[config.mk]
export PLATFORM = sky130hd
export DESIGN_NAME = scs_top
export DESIGN_NICKNAME = d
export VERILOG_FILES = /design/src/core/scs_sync2.v /design/src/core/scs_tick.v /design/src/core/scs_top.v
export VERILOG_INCLUDE_DIRS = /design/src /design/src/core
export SDC_FILE = /design/constraint.sdc
export NUM_CORES = 1
export LEC_CHECK = 0
export ABC_AREA = 1
export ABC_CLOCK_PERIOD_IN_PS = 3100
export BUFFER_PORTS_ARGS = -buffer_cell sky130_fd_sc_hd__buf_2
export CORE_MARGIN = 10
export CORE_UTILIZATION = 55
export CTS_CLUSTER_DIAMETER = 120
export DETAILED_ROUTE_END_ITERATION = 16
export GPL_TIMING_DRIVEN = 0
export HOLD_SLACK_MARGIN = 0.02
export PLACE_DENSITY = 0.84
export SLEW_MARGIN = 40
export SYNTH_ARGS = -nofsm -noshare
export SYNTH_HDL_FRONTEND = slang
export SYNTH_SLANG_ARGS = --single-unit
[constraint.sdc]
create_clock -name aclk -period 3.1 [get_ports aclk]
set_input_delay 0.31 -clock aclk [delete_from_list [all_inputs] [get_ports aclk]]
set_output_delay 0.31 -clock aclk [all_outputs]
set_load 0.05 [all_outputs]
[src/core/scs_regs.vh]
// scs_regs.vh: offsets, fields, reset values and timing of the serial
// control and status block.
// assumes: included by the top design file of the block and by the test, by bare name
`ifndef SCS_REGS_VH
`define SCS_REGS_VH

// -----------------------------------------------------------------
// register byte offsets
// -----------------------------------------------------------------
`define SCS_OFF_CTRL   12'h000
`define SCS_OFF_FLAGS  12'h004
`define SCS_OFF_TXDATA 12'h008
`define SCS_OFF_RXDATA 12'h00C
`define SCS_OFF_FRAME  12'h010
`define SCS_OFF_DIV    12'h014

// -----------------------------------------------------------------
// control register fields
// -----------------------------------------------------------------
`define SCS_C_TXIRQ 7
`define SCS_C_RXIRQ 6
`define SCS_C_TXON  5
`define SCS_C_RXON  4
`define SCS_C_WAKE  3
`define SCS_C_DNIRQ 2
`define SCS_C_CK1  1
`define SCS_C_CK0  0

// -----------------------------------------------------------------
// status register fields
// -----------------------------------------------------------------
`define SCS_S_TDE  7
`define SCS_S_RDF  6
`define SCS_S_OVR  5
`define SCS_S_FRM  4
`define SCS_S_PAR  3
`define SCS_S_TND  2
`define SCS_S_RAB  1
`define SCS_S_TAB  0

// -----------------------------------------------------------------
// frame register fields
// -----------------------------------------------------------------
`define SCS_F_SYNC 7
`define SCS_F_PE   5
`define SCS_F_PM   4
`define SCS_F_AWM  2

// -----------------------------------------------------------------
// reset values and timing
// -----------------------------------------------------------------
`define SCS_CTRL_RST  8'h00
`define SCS_FLAGS_RST 8'h84
`define SCS_FRAME_RST 8'h00
`define SCS_DIV_RST   16'h0000
`define SCS_OVS       16
`define SCS_OVS_W     4

`endif

[src/core/scs_sync2.v]
// scs_sync2.v: two flip-flop synchroniser for one pin level.
// assumes: input is asynchronous to aclk.
`timescale 1ns/10ps
module scs_sync2 (
  // clock and reset
  input  wire aclk,
  input  wire aresetn,
  // level
  input  wire din,
  output reg  dout
);
  reg meta_q;

  // first stage feeds only the second
  always @(posedge aclk) begin
    if (!aresetn) begin
      meta_q <= 1'b1;
      dout   <= 1'b1;
    end else begin
      meta_q <= din;
      dout   <= meta_q;
    end
  end
endmodule // scs_sync2

[src/core/scs_tick.v]
// scs_tick.v: oversample tick generator, one pulse per div+1 clocks.
// assumes: div is a stable software value on aclk.
`timescale 1ns/10ps
module scs_tick (
  // clock and reset
  input  wire        aclk,
  input  wire        aresetn,
  // control
  input  wire        run,
  input  wire [15:0] div,
  output reg         tick
);
  reg [15:0] cnt_q;

  always @(posedge aclk) begin
    if (!aresetn || !run) begin
      cnt_q <= 16'h0000;
      tick  <= 1'b0;
    end else if (cnt_q >= div) begin
      cnt_q <= 16'h0000;
      tick  <= 1'b1;
    end else begin
      cnt_q <= cnt_q + 16'h0001;
      tick  <= 1'b0;
    end
  end
endmodule // scs_tick

[src/core/scs_top.v]
// scs_top.v: serial port control and status with AXI4-Lite registers.
// assumes: one AXI4-Lite master; pins come from outside the clock domain.
// How it works
// RQ1 - tx off holds empty flag, pin port
// RQ2 - tx data write clears empty, starts
// RQ3 - tx enable makes pin serial output
// RQ4 - software sets format before tx enable
// RQ5 - rx disable keeps receive flags
// RQ6 - rx starts on start bit or clock
// RQ7 - rx enable makes pin serial input
// RQ8 - address wake only async with mode
// RQ9 - address wake suppresses receive results
// RQ10 - address char sets bit, ends wake
// RQ11 - tx end interrupt when nothing queued
// RQ12 - clock select bits choose source, pin
// RQ13 - async clock output at bit rate
// RQ14 - external async clock is sixteen times
// RQ15 - software keeps low select bit zero
// RQ16 - clock select before frame mode
// RQ17 - status resets to 84 hex
// RQ18 - flags clear by zero after one read
// RQ19 - done, received address bits read-only
// RQ20 - empty flag sets on move or disable
// RQ21 - tx empty irq drops with flag, enable
// RQ22 - overrun when full at completion
// RQ23 - each irq is enable and flag
//
// Our own choices: the AXI4-Lite slave port and the register addresses.
`timescale 1ns/10ps
`include "scs_regs.vh"
module scs_top (
  // clock and reset
  input  wire        aclk,
  input  wire        aresetn,
  // axi4-lite write
  input  wire [11:0] s_axi_awaddr,
  input  wire        s_axi_awvalid,
  output reg         s_axi_awready,
  input  wire [31:0] s_axi_wdata,
  input  wire [3:0]  s_axi_wstrb,
  input  wire        s_axi_wvalid,
  output reg         s_axi_wready,
  output reg  [1:0]  s_axi_bresp,
  output reg         s_axi_bvalid,
  input  wire        s_axi_bready,
  // axi4-lite read
  input  wire [11:0] s_axi_araddr,
  input  wire        s_axi_arvalid,
  output reg         s_axi_arready,
  output reg  [31:0] s_axi_rdata,
  output reg  [1:0]  s_axi_rresp,
  output reg         s_axi_rvalid,
  input  wire        s_axi_rready,
  // serial pins
  output reg         txd_o,
  output reg         txd_oe,
  input  wire        rxd_i,
  input  wire        sck_i,
  output reg         sck_o,
  output reg         sck_oe,
  output reg         txd_serial,
  output reg         rxd_serial,
  // power modes
  input  wire        standby_req,
  // interrupt levels
  output reg         tx_empty_irq,
  output reg         rx_full_irq,
  output reg         rx_error_irq,
  output reg         tx_done_irq
);
  localparam TX_IDLE = 2'd0;
  localparam TX_SHFT = 2'd1;
  localparam RX_IDLE = 2'd0;
  localparam RX_SHFT = 2'd1;

  reg  [7:0]  ctrl_q, flags_q, frame_q, txh_q, rxh_q, txs_q, rxs_q;
  reg  [15:0] div_q;
  reg  [7:0]  seen_q;
  reg  [1:0]  txst_q, rxst_q;
  reg  [3:0]  txbit_q, rxbit_q;
  reg  [3:0]  txph_q, rxph_q;
  reg         txpar_q, rxpar_q, rxmp_q;
  reg         aw_hold_q, w_hold_q;
  reg  [11:0] awaddr_q;
  reg  [31:0] wdata_q;
  reg  [3:0]  wstrb_q;
  reg         sck_d1_q;
  wire        rxd_s, sck_s, itick;
  wire        ext_clk = ctrl_q[`SCS_C_CK1];
  wire        sync_m  = frame_q[`SCS_F_SYNC];
  wire        awm     = frame_q[`SCS_F_AWM];
  // RQ8 wake gating
  wire        wake_on = ctrl_q[`SCS_C_WAKE] & awm & ~sync_m;
  wire        ext_rise = sck_s & ~sck_d1_q;
  // RQ14 sixteen external edges per bit
  wire        otick = ext_clk ? ext_rise : itick;
  wire        tx_en = ctrl_q[`SCS_C_TXON];
  wire        rx_en = ctrl_q[`SCS_C_RXON];

  scs_sync2 u_rxd (.aclk(aclk), .aresetn(aresetn), .din(rxd_i),
                   .dout(rxd_s));
  scs_sync2 u_sck (.aclk(aclk), .aresetn(aresetn), .din(sck_i),
                   .dout(sck_s));
  scs_tick  u_tick (.aclk(aclk), .aresetn(aresetn), .run(tx_en | rx_en),
                    .div(div_q), .tick(itick));

  // -----------------------------------------------------------------
  // bus slave
  // -----------------------------------------------------------------
  wire wr_go = aw_hold_q & w_hold_q & ~s_axi_bvalid;
  wire rd_go = s_axi_arvalid & s_axi_arready;
  wire wr_ctl = wr_go & (awaddr_q == `SCS_OFF_CTRL) & wstrb_q[0];
  wire wr_flg = wr_go & (awaddr_q == `SCS_OFF_FLAGS) & wstrb_q[0];
  wire wr_txd = wr_go & (awaddr_q == `SCS_OFF_TXDATA) & wstrb_q[0];
  wire wr_frm = wr_go & (awaddr_q == `SCS_OFF_FRAME) & wstrb_q[0];
  wire wr_div = wr_go & (awaddr_q == `SCS_OFF_DIV);
  wire rd_flg = rd_go & (s_axi_araddr == `SCS_OFF_FLAGS);
  wire rd_rxd = rd_go & (s_axi_araddr == `SCS_OFF_RXDATA);
  reg  [31:0] rdat;
  reg         rerr, werr;

  always @* begin
    rerr = 1'b0;
    if (s_axi_araddr == `SCS_OFF_CTRL) begin
      rdat = {24'h00_0000, ctrl_q};
    end else if (s_axi_araddr == `SCS_OFF_FLAGS) begin
      rdat = {24'h00_0000, flags_q};
    end else if (s_axi_araddr == `SCS_OFF_TXDATA) begin
      rdat = {24'h00_0000, txh_q};
    end else if (s_axi_araddr == `SCS_OFF_RXDATA) begin
      rdat = {24'h00_0000, rxh_q};
    end else if (s_axi_araddr == `SCS_OFF_FRAME) begin
      rdat = {24'h00_0000, frame_q};
    end else if (s_axi_araddr == `SCS_OFF_DIV) begin
      rdat = {16'h0000, div_q};
    end else begin
      rdat = 32'h0000_0000;
      rerr = 1'b1;
    end
  end

  always @* begin
    werr = ~((awaddr_q == `SCS_OFF_CTRL) | (awaddr_q == `SCS_OFF_FLAGS) |
             (awaddr_q == `SCS_OFF_TXDATA) | (awaddr_q == `SCS_OFF_RXDATA) |
             (awaddr_q == `SCS_OFF_FRAME) | (awaddr_q == `SCS_OFF_DIV));
  end

  always @(posedge aclk) begin
    if (!aresetn) begin
      s_axi_awready <= 1'b1;
      s_axi_wready  <= 1'b1;
      s_axi_bvalid  <= 1'b0;
      s_axi_bresp   <= 2'b00;
      s_axi_arready <= 1'b1;
      s_axi_rvalid  <= 1'b0;
      s_axi_rresp   <= 2'b00;
      s_axi_rdata   <= 32'h0000_0000;
      aw_hold_q     <= 1'b0;
      w_hold_q      <= 1'b0;
      awaddr_q      <= 12'h000;
      wdata_q       <= 32'h0000_0000;
      wstrb_q       <= 4'h0;
    end else begin
      if (s_axi_awvalid & s_axi_awready) begin
        aw_hold_q     <= 1'b1;
        awaddr_q      <= s_axi_awaddr;
        s_axi_awready <= 1'b0;
      end
      if (s_axi_wvalid & s_axi_wready) begin
        w_hold_q     <= 1'b1;
        wdata_q      <= s_axi_wdata;
        wstrb_q      <= s_axi_wstrb;
        s_axi_wready <= 1'b0;
      end
      if (wr_go) begin
        s_axi_bvalid <= 1'b1;
        s_axi_bresp  <= werr ? 2'b10 : 2'b00;
        aw_hold_q    <= 1'b0;
        w_hold_q     <= 1'b0;
      end
      if (s_axi_bvalid & s_axi_bready) begin
        s_axi_bvalid  <= 1'b0;
        s_axi_awready <= 1'b1;
        s_axi_wready  <= 1'b1;
      end
      if (rd_go) begin
        s_axi_arready <= 1'b0;
        s_axi_rvalid  <= 1'b1;
        s_axi_rdata   <= rdat;
        s_axi_rresp   <= rerr ? 2'b10 : 2'b00;
      end else if (s_axi_rvalid & s_axi_rready) begin
        s_axi_rvalid  <= 1'b0;
        s_axi_arready <= 1'b1;
      end
    end
  end

  // -----------------------------------------------------------------
  // transmitter
  // -----------------------------------------------------------------
  wire [3:0] tx_last = sync_m ? 4'd7 : (4'd8 + {3'd0, frame_q[`SCS_F_PE]}
                       + {3'd0, awm});
  wire tx_load = (txst_q == TX_IDLE) & tx_en & ~flags_q[`SCS_S_TDE];
  wire tx_step = (txst_q == TX_SHFT) & otick & (txph_q == 4'hF);
  wire tx_fin  = tx_step & (txbit_q == tx_last + 4'd1);
  // next character fetched at frame end; none queued means done
  wire tx_more = tx_fin & tx_en & ~flags_q[`SCS_S_TDE];

  always @(posedge aclk) begin
    if (!aresetn || standby_req) begin
      txst_q  <= TX_IDLE;
      txs_q   <= 8'h00;
      txbit_q <= 4'h0;
      txph_q  <= 4'h0;
      txpar_q <= 1'b0;
      txd_o   <= 1'b1;
    end else if (tx_load | tx_more) begin
      txst_q  <= TX_SHFT;
      txs_q   <= txh_q;
      txbit_q <= 4'h0;
      txph_q  <= 4'h0;
      txpar_q <= frame_q[`SCS_F_PM];
      txd_o   <= sync_m ? txh_q[0] : 1'b0;
    end else if (tx_fin | ~tx_en) begin
      txst_q <= TX_IDLE;
      txd_o  <= 1'b1;
    end else if ((txst_q == TX_SHFT) & otick) begin
      txph_q <= txph_q + 4'h1;
      if (tx_step) begin
        txbit_q <= txbit_q + 4'h1;
        txs_q   <= {1'b1, txs_q[7:1]};
        txpar_q <= txpar_q ^ txs_q[0];
        // sync puts bit 0 out at load, async the start bit
        if (sync_m) begin
          txd_o <= (txbit_q < 4'h7) ? txs_q[1] : 1'b1;
        end else if (txbit_q < 4'h8) begin
          txd_o <= txs_q[0];
        end else if (frame_q[`SCS_F_PE] && txbit_q == 4'h8) begin
          txd_o <= txpar_q;
        end else if (awm && txbit_q == 4'h8 + {3'd0, frame_q[`SCS_F_PE]})
        begin
          txd_o <= flags_q[`SCS_S_TAB];
        end else begin
          txd_o <= 1'b1;
        end
      end
    end
  end

  // -----------------------------------------------------------------
  // receiver
  // -----------------------------------------------------------------
  // index 0 is the start bit, so the stop bit sits one past the data
  wire [3:0] rx_last = sync_m ? 4'd7 : (4'd9 + {3'd0, frame_q[`SCS_F_PE]}
                       + {3'd0, awm});
  wire rx_blk = flags_q[`SCS_S_OVR] | flags_q[`SCS_S_FRM] |
                flags_q[`SCS_S_PAR];
  // RQ6 start bit or clock starts reception
  wire rx_start = (rxst_q == RX_IDLE) & rx_en & ~rx_blk &
                  (sync_m ? ext_rise : ~rxd_s);
  wire rx_samp = (rxst_q == RX_SHFT) & otick & (rxph_q == 4'h7);
  wire rx_done = rx_samp & (rxbit_q == rx_last);
  wire rx_mpb  = awm ? rxd_s : 1'b0;
  wire rx_stop_bad = ~sync_m & ~rxd_s;
  wire rx_par_bad  = ~sync_m & frame_q[`SCS_F_PE] &
                     (rxpar_q != frame_q[`SCS_F_PM]);

  always @(posedge aclk) begin
    if (!aresetn || standby_req) begin
      rxst_q  <= RX_IDLE;
      rxs_q   <= 8'h00;
      rxbit_q <= 4'h0;
      rxph_q  <= 4'h0;
      rxpar_q <= 1'b0;
      rxmp_q  <= 1'b0;
    end else if (rx_start) begin
      rxst_q  <= RX_SHFT;
      rxbit_q <= 4'h0;
      rxph_q  <= 4'h0;
      rxpar_q <= 1'b0;
      // no address bit carried over from the last frame
      rxmp_q  <= 1'b0;
    end else if (rx_done | ~rx_en) begin
      rxst_q <= RX_IDLE;
    end else if ((rxst_q == RX_SHFT) & otick) begin
      rxph_q <= rxph_q + 4'h1;
      if (rx_samp) begin
        rxbit_q <= rxbit_q + 4'h1;
        if (rxbit_q >= 4'd1 && rxbit_q <= 4'd8) begin
          rxs_q <= {rxd_s, rxs_q[7:1]};
        end
        if (rxbit_q >= 4'd1 && rxbit_q <= 4'd9) begin
          rxpar_q <= rxpar_q ^ rxd_s;
        end
        if (rxbit_q == 4'd9 + {3'd0, frame_q[`SCS_F_PE]}) begin
          rxmp_q <= rx_mpb;
        end
      end
    end
  end

  // -----------------------------------------------------------------
  // control, frame and flags
  // -----------------------------------------------------------------
  wire [7:0] wb = wdata_q[7:0];
  // RQ9 results withheld during wake
  wire rx_take = rx_done & ~(wake_on & ~rxmp_q);
  // RQ10 address char ends wake
  wire rx_addr = rx_done & wake_on & rxmp_q;

  always @(posedge aclk) begin
    if (!aresetn || standby_req) begin
      ctrl_q  <= `SCS_CTRL_RST;
      frame_q <= `SCS_FRAME_RST;
      div_q   <= `SCS_DIV_RST;
      // RQ17 status reset value
      flags_q <= `SCS_FLAGS_RST;
      seen_q  <= 8'h00;
      txh_q   <= 8'h00;
      rxh_q   <= 8'h00;
    end else begin
      if (wr_ctl) begin
        ctrl_q <= wb;
      end
      if (rx_addr) begin
        ctrl_q[`SCS_C_WAKE] <= 1'b0;
      end
      if (wr_frm) begin
        frame_q <= wb;
      end
      if (wr_div) begin
        div_q <= wdata_q[15:0];
      end
      if (rd_flg) begin
        seen_q <= flags_q;
      end
      // RQ18 zero after read clears, one keeps
      if (wr_flg) begin
        flags_q[7:3] <= flags_q[7:3] & ~(seen_q[7:3] & ~wb[7:3]);
        // RQ19 done and received bits kept
        flags_q[`SCS_S_TAB] <= wb[`SCS_S_TAB];
        seen_q <= 8'h00;
      end
      if (rd_rxd) begin
        flags_q[`SCS_S_RDF] <= 1'b0;
      end
      // RQ2 data write clears empty
      if (wr_txd) begin
        txh_q <= wb;
        flags_q[`SCS_S_TDE] <= 1'b0;
        flags_q[`SCS_S_TND] <= 1'b0;
      end
      // RQ20 set on move to shifter
      if (tx_load | tx_more) begin
        flags_q[`SCS_S_TDE] <= 1'b1;
      end
      // RQ11 done when nothing queued
      if (tx_fin & ~tx_more) begin
        flags_q[`SCS_S_TND] <= 1'b1;
      end
      // RQ1 held set while tx off
      if (~tx_en) begin
        flags_q[`SCS_S_TDE] <= 1'b1;
      end
      // RQ5 receive flags change only on events
      if (rx_take) begin
        if (flags_q[`SCS_S_RDF]) begin
          // RQ22 overrun keeps old data
          flags_q[`SCS_S_OVR] <= 1'b1;
        end else begin
          rxh_q <= rxs_q;
          flags_q[`SCS_S_FRM] <= rx_stop_bad;
          flags_q[`SCS_S_PAR] <= rx_par_bad;
          flags_q[`SCS_S_RDF] <= ~rx_stop_bad & ~rx_par_bad;
        end
        flags_q[`SCS_S_RAB] <= rxmp_q;
      end
      if (rx_addr) begin
        flags_q[`SCS_S_RAB] <= 1'b1;
      end
    end
  end

  // -----------------------------------------------------------------
  // pins and interrupt levels
  // -----------------------------------------------------------------
  always @(posedge aclk) begin
    if (!aresetn) begin
      // pin idles high: no false edge right after reset
      sck_d1_q     <= 1'b1;
      txd_oe       <= 1'b0;
      txd_serial   <= 1'b0;
      rxd_serial   <= 1'b0;
      sck_o        <= 1'b0;
      sck_oe       <= 1'b0;
      tx_empty_irq <= 1'b0;
      rx_full_irq  <= 1'b0;
      rx_error_irq <= 1'b0;
      tx_done_irq  <= 1'b0;
    end else begin
      sck_d1_q <= sck_s;
      // RQ3 serial output when enabled
      txd_oe     <= tx_en;
      txd_serial <= tx_en;
      // RQ7 serial input when enabled
      rxd_serial <= rx_en;
      // RQ12 clock pin function
      sck_oe <= ~ext_clk & (sync_m | ctrl_q[`SCS_C_CK0]);
      // RQ13 bit rate clock, high in second half
      sck_o  <= txph_q[3] | rxph_q[3];
      // RQ21 RQ23 enable and flag
      tx_empty_irq <= ctrl_q[`SCS_C_TXIRQ] & flags_q[`SCS_S_TDE];
      rx_full_irq  <= ctrl_q[`SCS_C_RXIRQ] & flags_q[`SCS_S_RDF];
      rx_error_irq <= ctrl_q[`SCS_C_RXIRQ] & rx_blk;
      tx_done_irq  <= ctrl_q[`SCS_C_DNIRQ] & flags_q[`SCS_S_TND];
    end
  end
endmodule // scs_top
Word-level counts from Yosys, hierarchy flattened:

Index checks and enable logic that the tools add are counted.

* $add $sub $neg: 10
* order comparisons: 6
* equal/unequal tests: 19
* mux-type cells: 55
* bitwise logic cells: 86
* reductions and logical operators: 40

Operators with widths (number)
* $mux 16: 6
* $and 1x1->1: 48
* $eq 12x4->1 const B: 4
* $eq 12x5->1 const B: 4
* $mux 1: 38
* $mux 8: 4
* $eq 12x3->1 const B: 2
* $logic_not 12->1: 2
* $add 4x1->4 const B: 5
* $not 1->1: 19
* $add 16x1->16 const B: 1
* $eq 4x4->1: 4
* $ge 16x16->1: 1
* $reduce_or 2->1: 8
* $reduce_bool 2->1: 7
* $or 1x1->1: 13
* $mux 4: 3
* $and 5x5->5: 2
* $not 5->5: 2
* $reduce_and 3->1: 3
* $add 4x1->4: 2
* $add 4x1->4 const A: 2
* $eq 4x4->1 const B: 2
* $le 4x4->1 const B: 2
* 18 further kinds: 32

* bits in registers: 204
* output and inout port bits: 51
* logic and storage cells: 268

Longest topological paths before layout:

* depth in word-level cells: 11
* depth in mapped cells: 19
* mapped depth without buffers: 18

Modules after synthesis:

A second synthesis with hierarchy kept.

* cells, all modules: 1237
* area, all modules: 8809.7 um^2

Modules (own cells, without submodules)
* scs_top: instances 1, cells each 1058, area an instance 7459.7 um^2
* scs_tick: instances 1, cells each 167, area an instance 1239.9 um^2
* scs_sync2: instances 2, cells each 6, area an instance 55.1 um^2

Worst setup path after synthesis:

No wires, ideal clock.

* path kind: register to register
* from: register frame_q[5]
* to: register txs_q[0]
* data arrival time: 2.206 ns
* required time: 2.990 ns
* slack: 0.784 ns
* cell stages (with the launch flop): 19
* buffers on the path: 1
* path through: dfxtp_1 inv_1 ha_1 inv_1 nand2_2 ha_1 nand2_1 nand2_1 nor2_1 nand2_2 nor2_4 nand2_4 nand2_4 nand2_4 buf_6 nand3_1 nand3_1 nand2_1 inv_1

* cells in the longest elaborated chain, start to end: 11
* elaborated cells on any way between the ends: 15
* classes of those cells: add/sub (3); eq/ne (2); mux (2); bitwise (5); reduce/logical (3)

RTL lines
* from (decl): line scs_top.v:76 `reg [7:0] ctrl_q, flags_q, frame_q, txh_q, rxh_q, txs_q, rxs_q;`
* from (signal assigned): line scs_top.v:314 `` frame_q <= `SCS_FRAME_RST; ``
* from (signal assigned): line scs_top.v:329 `frame_q <= wb;`
* $add 4x1->4 * (2 in series): line scs_top.v:201 `` wire [3:0] tx_last = sync_m ? 4'd7 : (4'd8 + {3'd0, frame_q[`SCS_F_PE]} ``
* $mux 4 *: line scs_top.v:201
* $add 4x1->4 *: line scs_top.v:205 `wire tx_fin = tx_step & (txbit_q == tx_last + 4'd1);`
* $eq 4x4->1 *: line scs_top.v:205
* $and 1x1->1 *: line scs_top.v:205
* $and 1x1->1 (2 in series): line scs_top.v:207 `` wire tx_more = tx_fin & tx_en & ~flags_q[`SCS_S_TDE]; ``
* $or 1x1->1: line scs_top.v:217 `end else if (tx_load | tx_more) begin`
* $ne 2x2->1 (no source line) / $reduce_bool 2->1 (equally long branches)
* $reduce_and 3->1 (no source line)
* to (signal assigned): line scs_top.v:219 `txs_q <= txh_q;`
* to (signal assigned): line scs_top.v:231 `txs_q <= {1'b1, txs_q[7:1]};`
* to (decl): line scs_top.v:76

Every way passes the cells marked *; elsewhere a longest branch is shown, timed or not.
A chain may end at the register's enable or synchronous reset.

Final worst setup path:

* from: register frame_q[2]
* to: register txs_q[3]

* cells in the longest elaborated chain, start to end: 10
* elaborated cells on any way between the ends: 14
* classes of those cells: add/sub (2); eq/ne (2); mux (2); bitwise (5); reduce/logical (3)

RTL lines (line)
* $add 4x1->4 *: scs_top.v:201
* $mux 4 *: scs_top.v:201
* $add 4x1->4 *: scs_top.v:205
* $eq 4x4->1 *: scs_top.v:205
* $and 1x1->1 *: scs_top.v:205
* $and 1x1->1 (2 in series): scs_top.v:207
* $or 1x1->1: scs_top.v:217
* $ne 2x2->1 (no source line) / $reduce_bool 2->1 (equally long branches)
* $reduce_and 3->1 (no source line)

Marks and branches as above.

==> flow_metrics.env <==
export IMPL_outcome="finished clean"
export IMPL_finalCritPeriodShare_pct=90.12
export IMPL_synthTopCellsByArea="dfxtp_1 42%, nand2_1 7.4%, nor2_1 7.4%, o21ai_0 6.0%, a21oi_1 5.6%"
export IMPL_crit_family="simple AND/OR/NAND/NOR gates"
export IMPL_p_leak_nw=4.292
export IMPL_hp_class="in2reg"
export IMPL_ys_flop_type="dfxtp_1"
export IMPL_fin_area_um2=10040
export IMPL_irDropWorstVdd_mv=0.4415
export IMPL_rsz0062_at_grt="no"
export IMPL_met1_usage_pct=26.42
export IMPL_drv_cap=0
export IMPL_ant_nets=0
export IMPL_clk_latency_ns=0.44
export IMPL_portBuffers=83
export IMPL_seq_area_um2=3665
export IMPL_cts_tree="yes"
export IMPL_die_y_um=145.6
export IMPL_combinationalPowerShare_pct=7.9
export IMPL_fmax_mhz=358.0
export IMPL_busiest_layer="met2"
export IMPL_fin_ws_ns=0.3064
export IMPL_use_met2_pct=36.13
export IMPL_grt_total_usage_pct=21.50
export IMPL_multi_input_area_um2=4225
export IMPL_finalWirelength_mm=23.26
export IMPL_antenna_found_initial=0
export IMPL_report_final_slew_viol_count=0
export IMPL_num_rows=45
export IMPL_viasPerCell=5.350
export IMPL_die_w_um=145.6
export IMPL_synth_top_cell_by_area="dfxtp_1"
export IMPL_p_total_mw=5.108
export IMPL_clock_sinks=183
export IMPL_clk_pin_slew_ns=0.07
export IMPL_root_buffer="clkbuf_16"
export IMPL_dpl_instance_area_um2=9423
export IMPL_die_area_um2=21210
export IMPL_dr_first_iter_drc_count=737
export IMPL_finalHoldViolCount=0
export IMPL_worst_pin_slew_ns=0.7863
export IMPL_powerDensity_nw_per_um2=508.7
export IMPL_synth_edf_count=0
export IMPL_critPathBufInv=3
export IMPL_power_share_sequential_pct=47.8
export IMPL_finalSetupTns_ns=0
export IMPL_critical_path_arrival_ns=3.12
export IMPL_gp_congestion=0.9388
export IMPL_crit_required_ns=3.42
export IMPL_vias=8260
export IMPL_grt_max_degree=17
export IMPL_async_reset_ff_share_pct=0
export IMPL_dr_pass1_iters=6
export IMPL_yosys_top_cells_count="183 x dfxtp_1, 172 x nand2_1, 170 x nor2_1, 128 x inv_1, 104 x o21ai_0"
export IMPL_pre_cts_ws_ns=0.2577
export IMPL_htreeDepth=4
export IMPL_syn_area_per_cell_um2=7.227
export IMPL_ys_types=42
export IMPL_dp_hpwl_mm=17.62
export IMPL_synth_cells=1201
export IMPL_start_util_pct=56.67
export IMPL_synth_seq_cells=183
export IMPL_fillers=1354
export IMPL_fin_crit_ns=2.794
export IMPL_grt_pass1_vias=7768
export IMPL_grt_pass1_wl_mm=38.03
export IMPL_path_class="reg2reg"
export IMPL_numCtsBuffers=17
export IMPL_grt_ovfl_total=0
export IMPL_switching_share_pct=24.44
export IMPL_hold_ws_ns=0.05903
export IMPL_p_int_mw=3.860
export IMPL_worst_path_largest_cell_delay_ns=0.49
export IMPL_max_slew_margin_pct=47.58
export IMPL_drcViolationCount=0
export IMPL_slowest_stage="dfxtp_1"
export IMPL_ys_seq_area_share_pct=42.21
export IMPL_clock_skew_ns=0.009226
export IMPL_cp_start_kind="flip-flop"
export IMPL_yosysWarnings=0
export IMPL_antennaDiodeCount=0
export IMPL_use_met3_pct=5.402
export IMPL_cp_max_fo=10
export IMPL_cts_buffer_depth=2
export IMPL_pwr_share_clk_pct=44.3
export IMPL_setup_viol_count_final=0
export IMPL_synth_most_common_cell="dfxtp_1"
export IMPL_yosysTopAreaCellShare_pct=42.21
export IMPL_synth_area_um2=8680
export IMPL_drive_above_1_share_pct=14.63
export IMPL_cp_end_kind="flip-flop"
export IMPL_crit_chain="inv_1, ha_1, inv_1, nand2_2, ha_1, nand2_1, nand2_1, nor2_1, nand2_2, nor2_4, nand2_4, nand2_4, nand2_4, nand2_2, inv_2, nor2_1, nor2_1"
export IMPL_net_switching_power_mw=1.248
export IMPL_nets=1418
export IMPL_core_um2=15310
export IMPL_wl_per_cell_um=15.06
export IMPL_io_pins=121
export IMPL_area_delta_synth_final_pct=15.68
==> power by group through the flow <==
stage	clock (mW)	combinational, mW	sequential, mW
2_1_floorplan	0	0.241	2.53
3_3_place_gp	0	0.390	2.49
3_5_place_dp	0	0.398	2.49
4_1_cts	2.27	0.400	2.44
5_1_grt	2.37	0.444	2.45
6_report	2.26	0.404	2.44
==> layout make-up <==
class,count,share of cell area (%)
buffer,57,3.128
clock buffer,23,4.760
clock inverter,9,1.383
inverter,144,5.383
multi-input combinational,834,42.08
sequential,183,36.50
tap,211,2.629
timing repair buffer,83,4.137
==> sequential cells by signal (all words and copies together) (netlist names), 5 cells and up <==
signal and flops:
awaddr_q 12, rxs_q 8, div_q 16, seen_q 5
txh_q 8, rxh_q 8, s_axi_rdata 16, txs_q 8
u_tick.cnt_q 16, flags_q 8, frame_q 8, ctrl_q 8
wdata_q 16
==> path summary, 6_finish.rpt <==
kind | start | endpoint | slack, ns | cells after the start
setup / recovery | frame_q[2]$_SDFFE_PP0P_ | txs_q[3]$_SDFFE_PP0P_ | 0.31 | 17
hold / removal | rxd_i | u_rxd.meta_q$_SDFF_PN1_ | 0.06 | 2
setup reg to reg | frame_q[2]$_SDFFE_PP0P_ | txs_q[3]$_SDFFE_PP0P_ | 0.31 | 17
hold reg to reg | u_sck.meta_q$_SDFF_PN1_ | u_sck.dout$_SDFF_PN1_ | 0.42 | 1
==> cells by family (layout without fill, tap and decap cells) <==
family / Yosys count / after routing / share of synthesized area (%)
simple gates: 529 / 529 / 27.36
xor+xnor: 13 / 13 / 1.312
compound gates: 246 / 246 / 15.19
fa+ha+maj: 28 / 28 / 4.036
buf+inv: 201 / 316 / 9.846
other cells: 1 / 18 / 0.04320
flops: 183 / 183 / 42.21
==> cells in the final DEF (no fill, tap or decap), types with 5 or more instances in the layout <==
cell / count
nand3_1: 86
ha_1: 28
nor2_2: 10
nand2_1: 172
buf_4: 20
nand2_2: 7
clkbuf_1: 29
nand3b_1: 9
inv_2: 14
dfxtp_1: 182
clkbuf_16: 17
a21oi_1: 97
nor3_1: 18
or2_0: 7
nand4_1: 27
inv_1: 128
o21ai_2: 5
o21ai_0: 104
or2_2: 8
o2111ai_1: 7
o21ai_1: 15
conb_1: 18
xor2_1: 11
buf_2: 91
a211oi_1: 6
nor2_1: 170
==> repair_timing <==
item / in CTS / in global routing
hold buffers: 0 / 0
endpoints found under the setup margin: 0 / 5
buffers inserted: 0 / 0
gates resized for setup: 0 / 1
==> through the flow <==
stage                     utilization (%)  cells
after global placement              61.53   1512
final                               65.56   1544
after global routing                65.56   1544
after detailed placement            61.53   1512
after floorplan                         -   1218
after CTS                           65.56   1544
==> worst register-to-register path, stage by stage (launching register included) <==
cell     delay, ns
dfxtp_1       0.49
inv_1         0.22
ha_1          0.36
inv_1         0.10
nand2_2       0.07
ha_1          0.30
nand2_1       0.07
nand2_1       0.05
nor2_1        0.15
nand2_2       0.08
nor2_4        0.10
nand2_4       0.08
nand2_4       0.09
nand2_4       0.10
nand2_2       0.17
inv_2         0.09
nor2_1        0.12
nor2_1        0.05
==> per-layer routing <==
layer  part of all wire [%]  routed length, um
met4                    2.0                456
met2                     48              11070
met5                      0                  0
met3                    8.1               1873
met1                     42               9856
(Power assumes the default switching activity.)
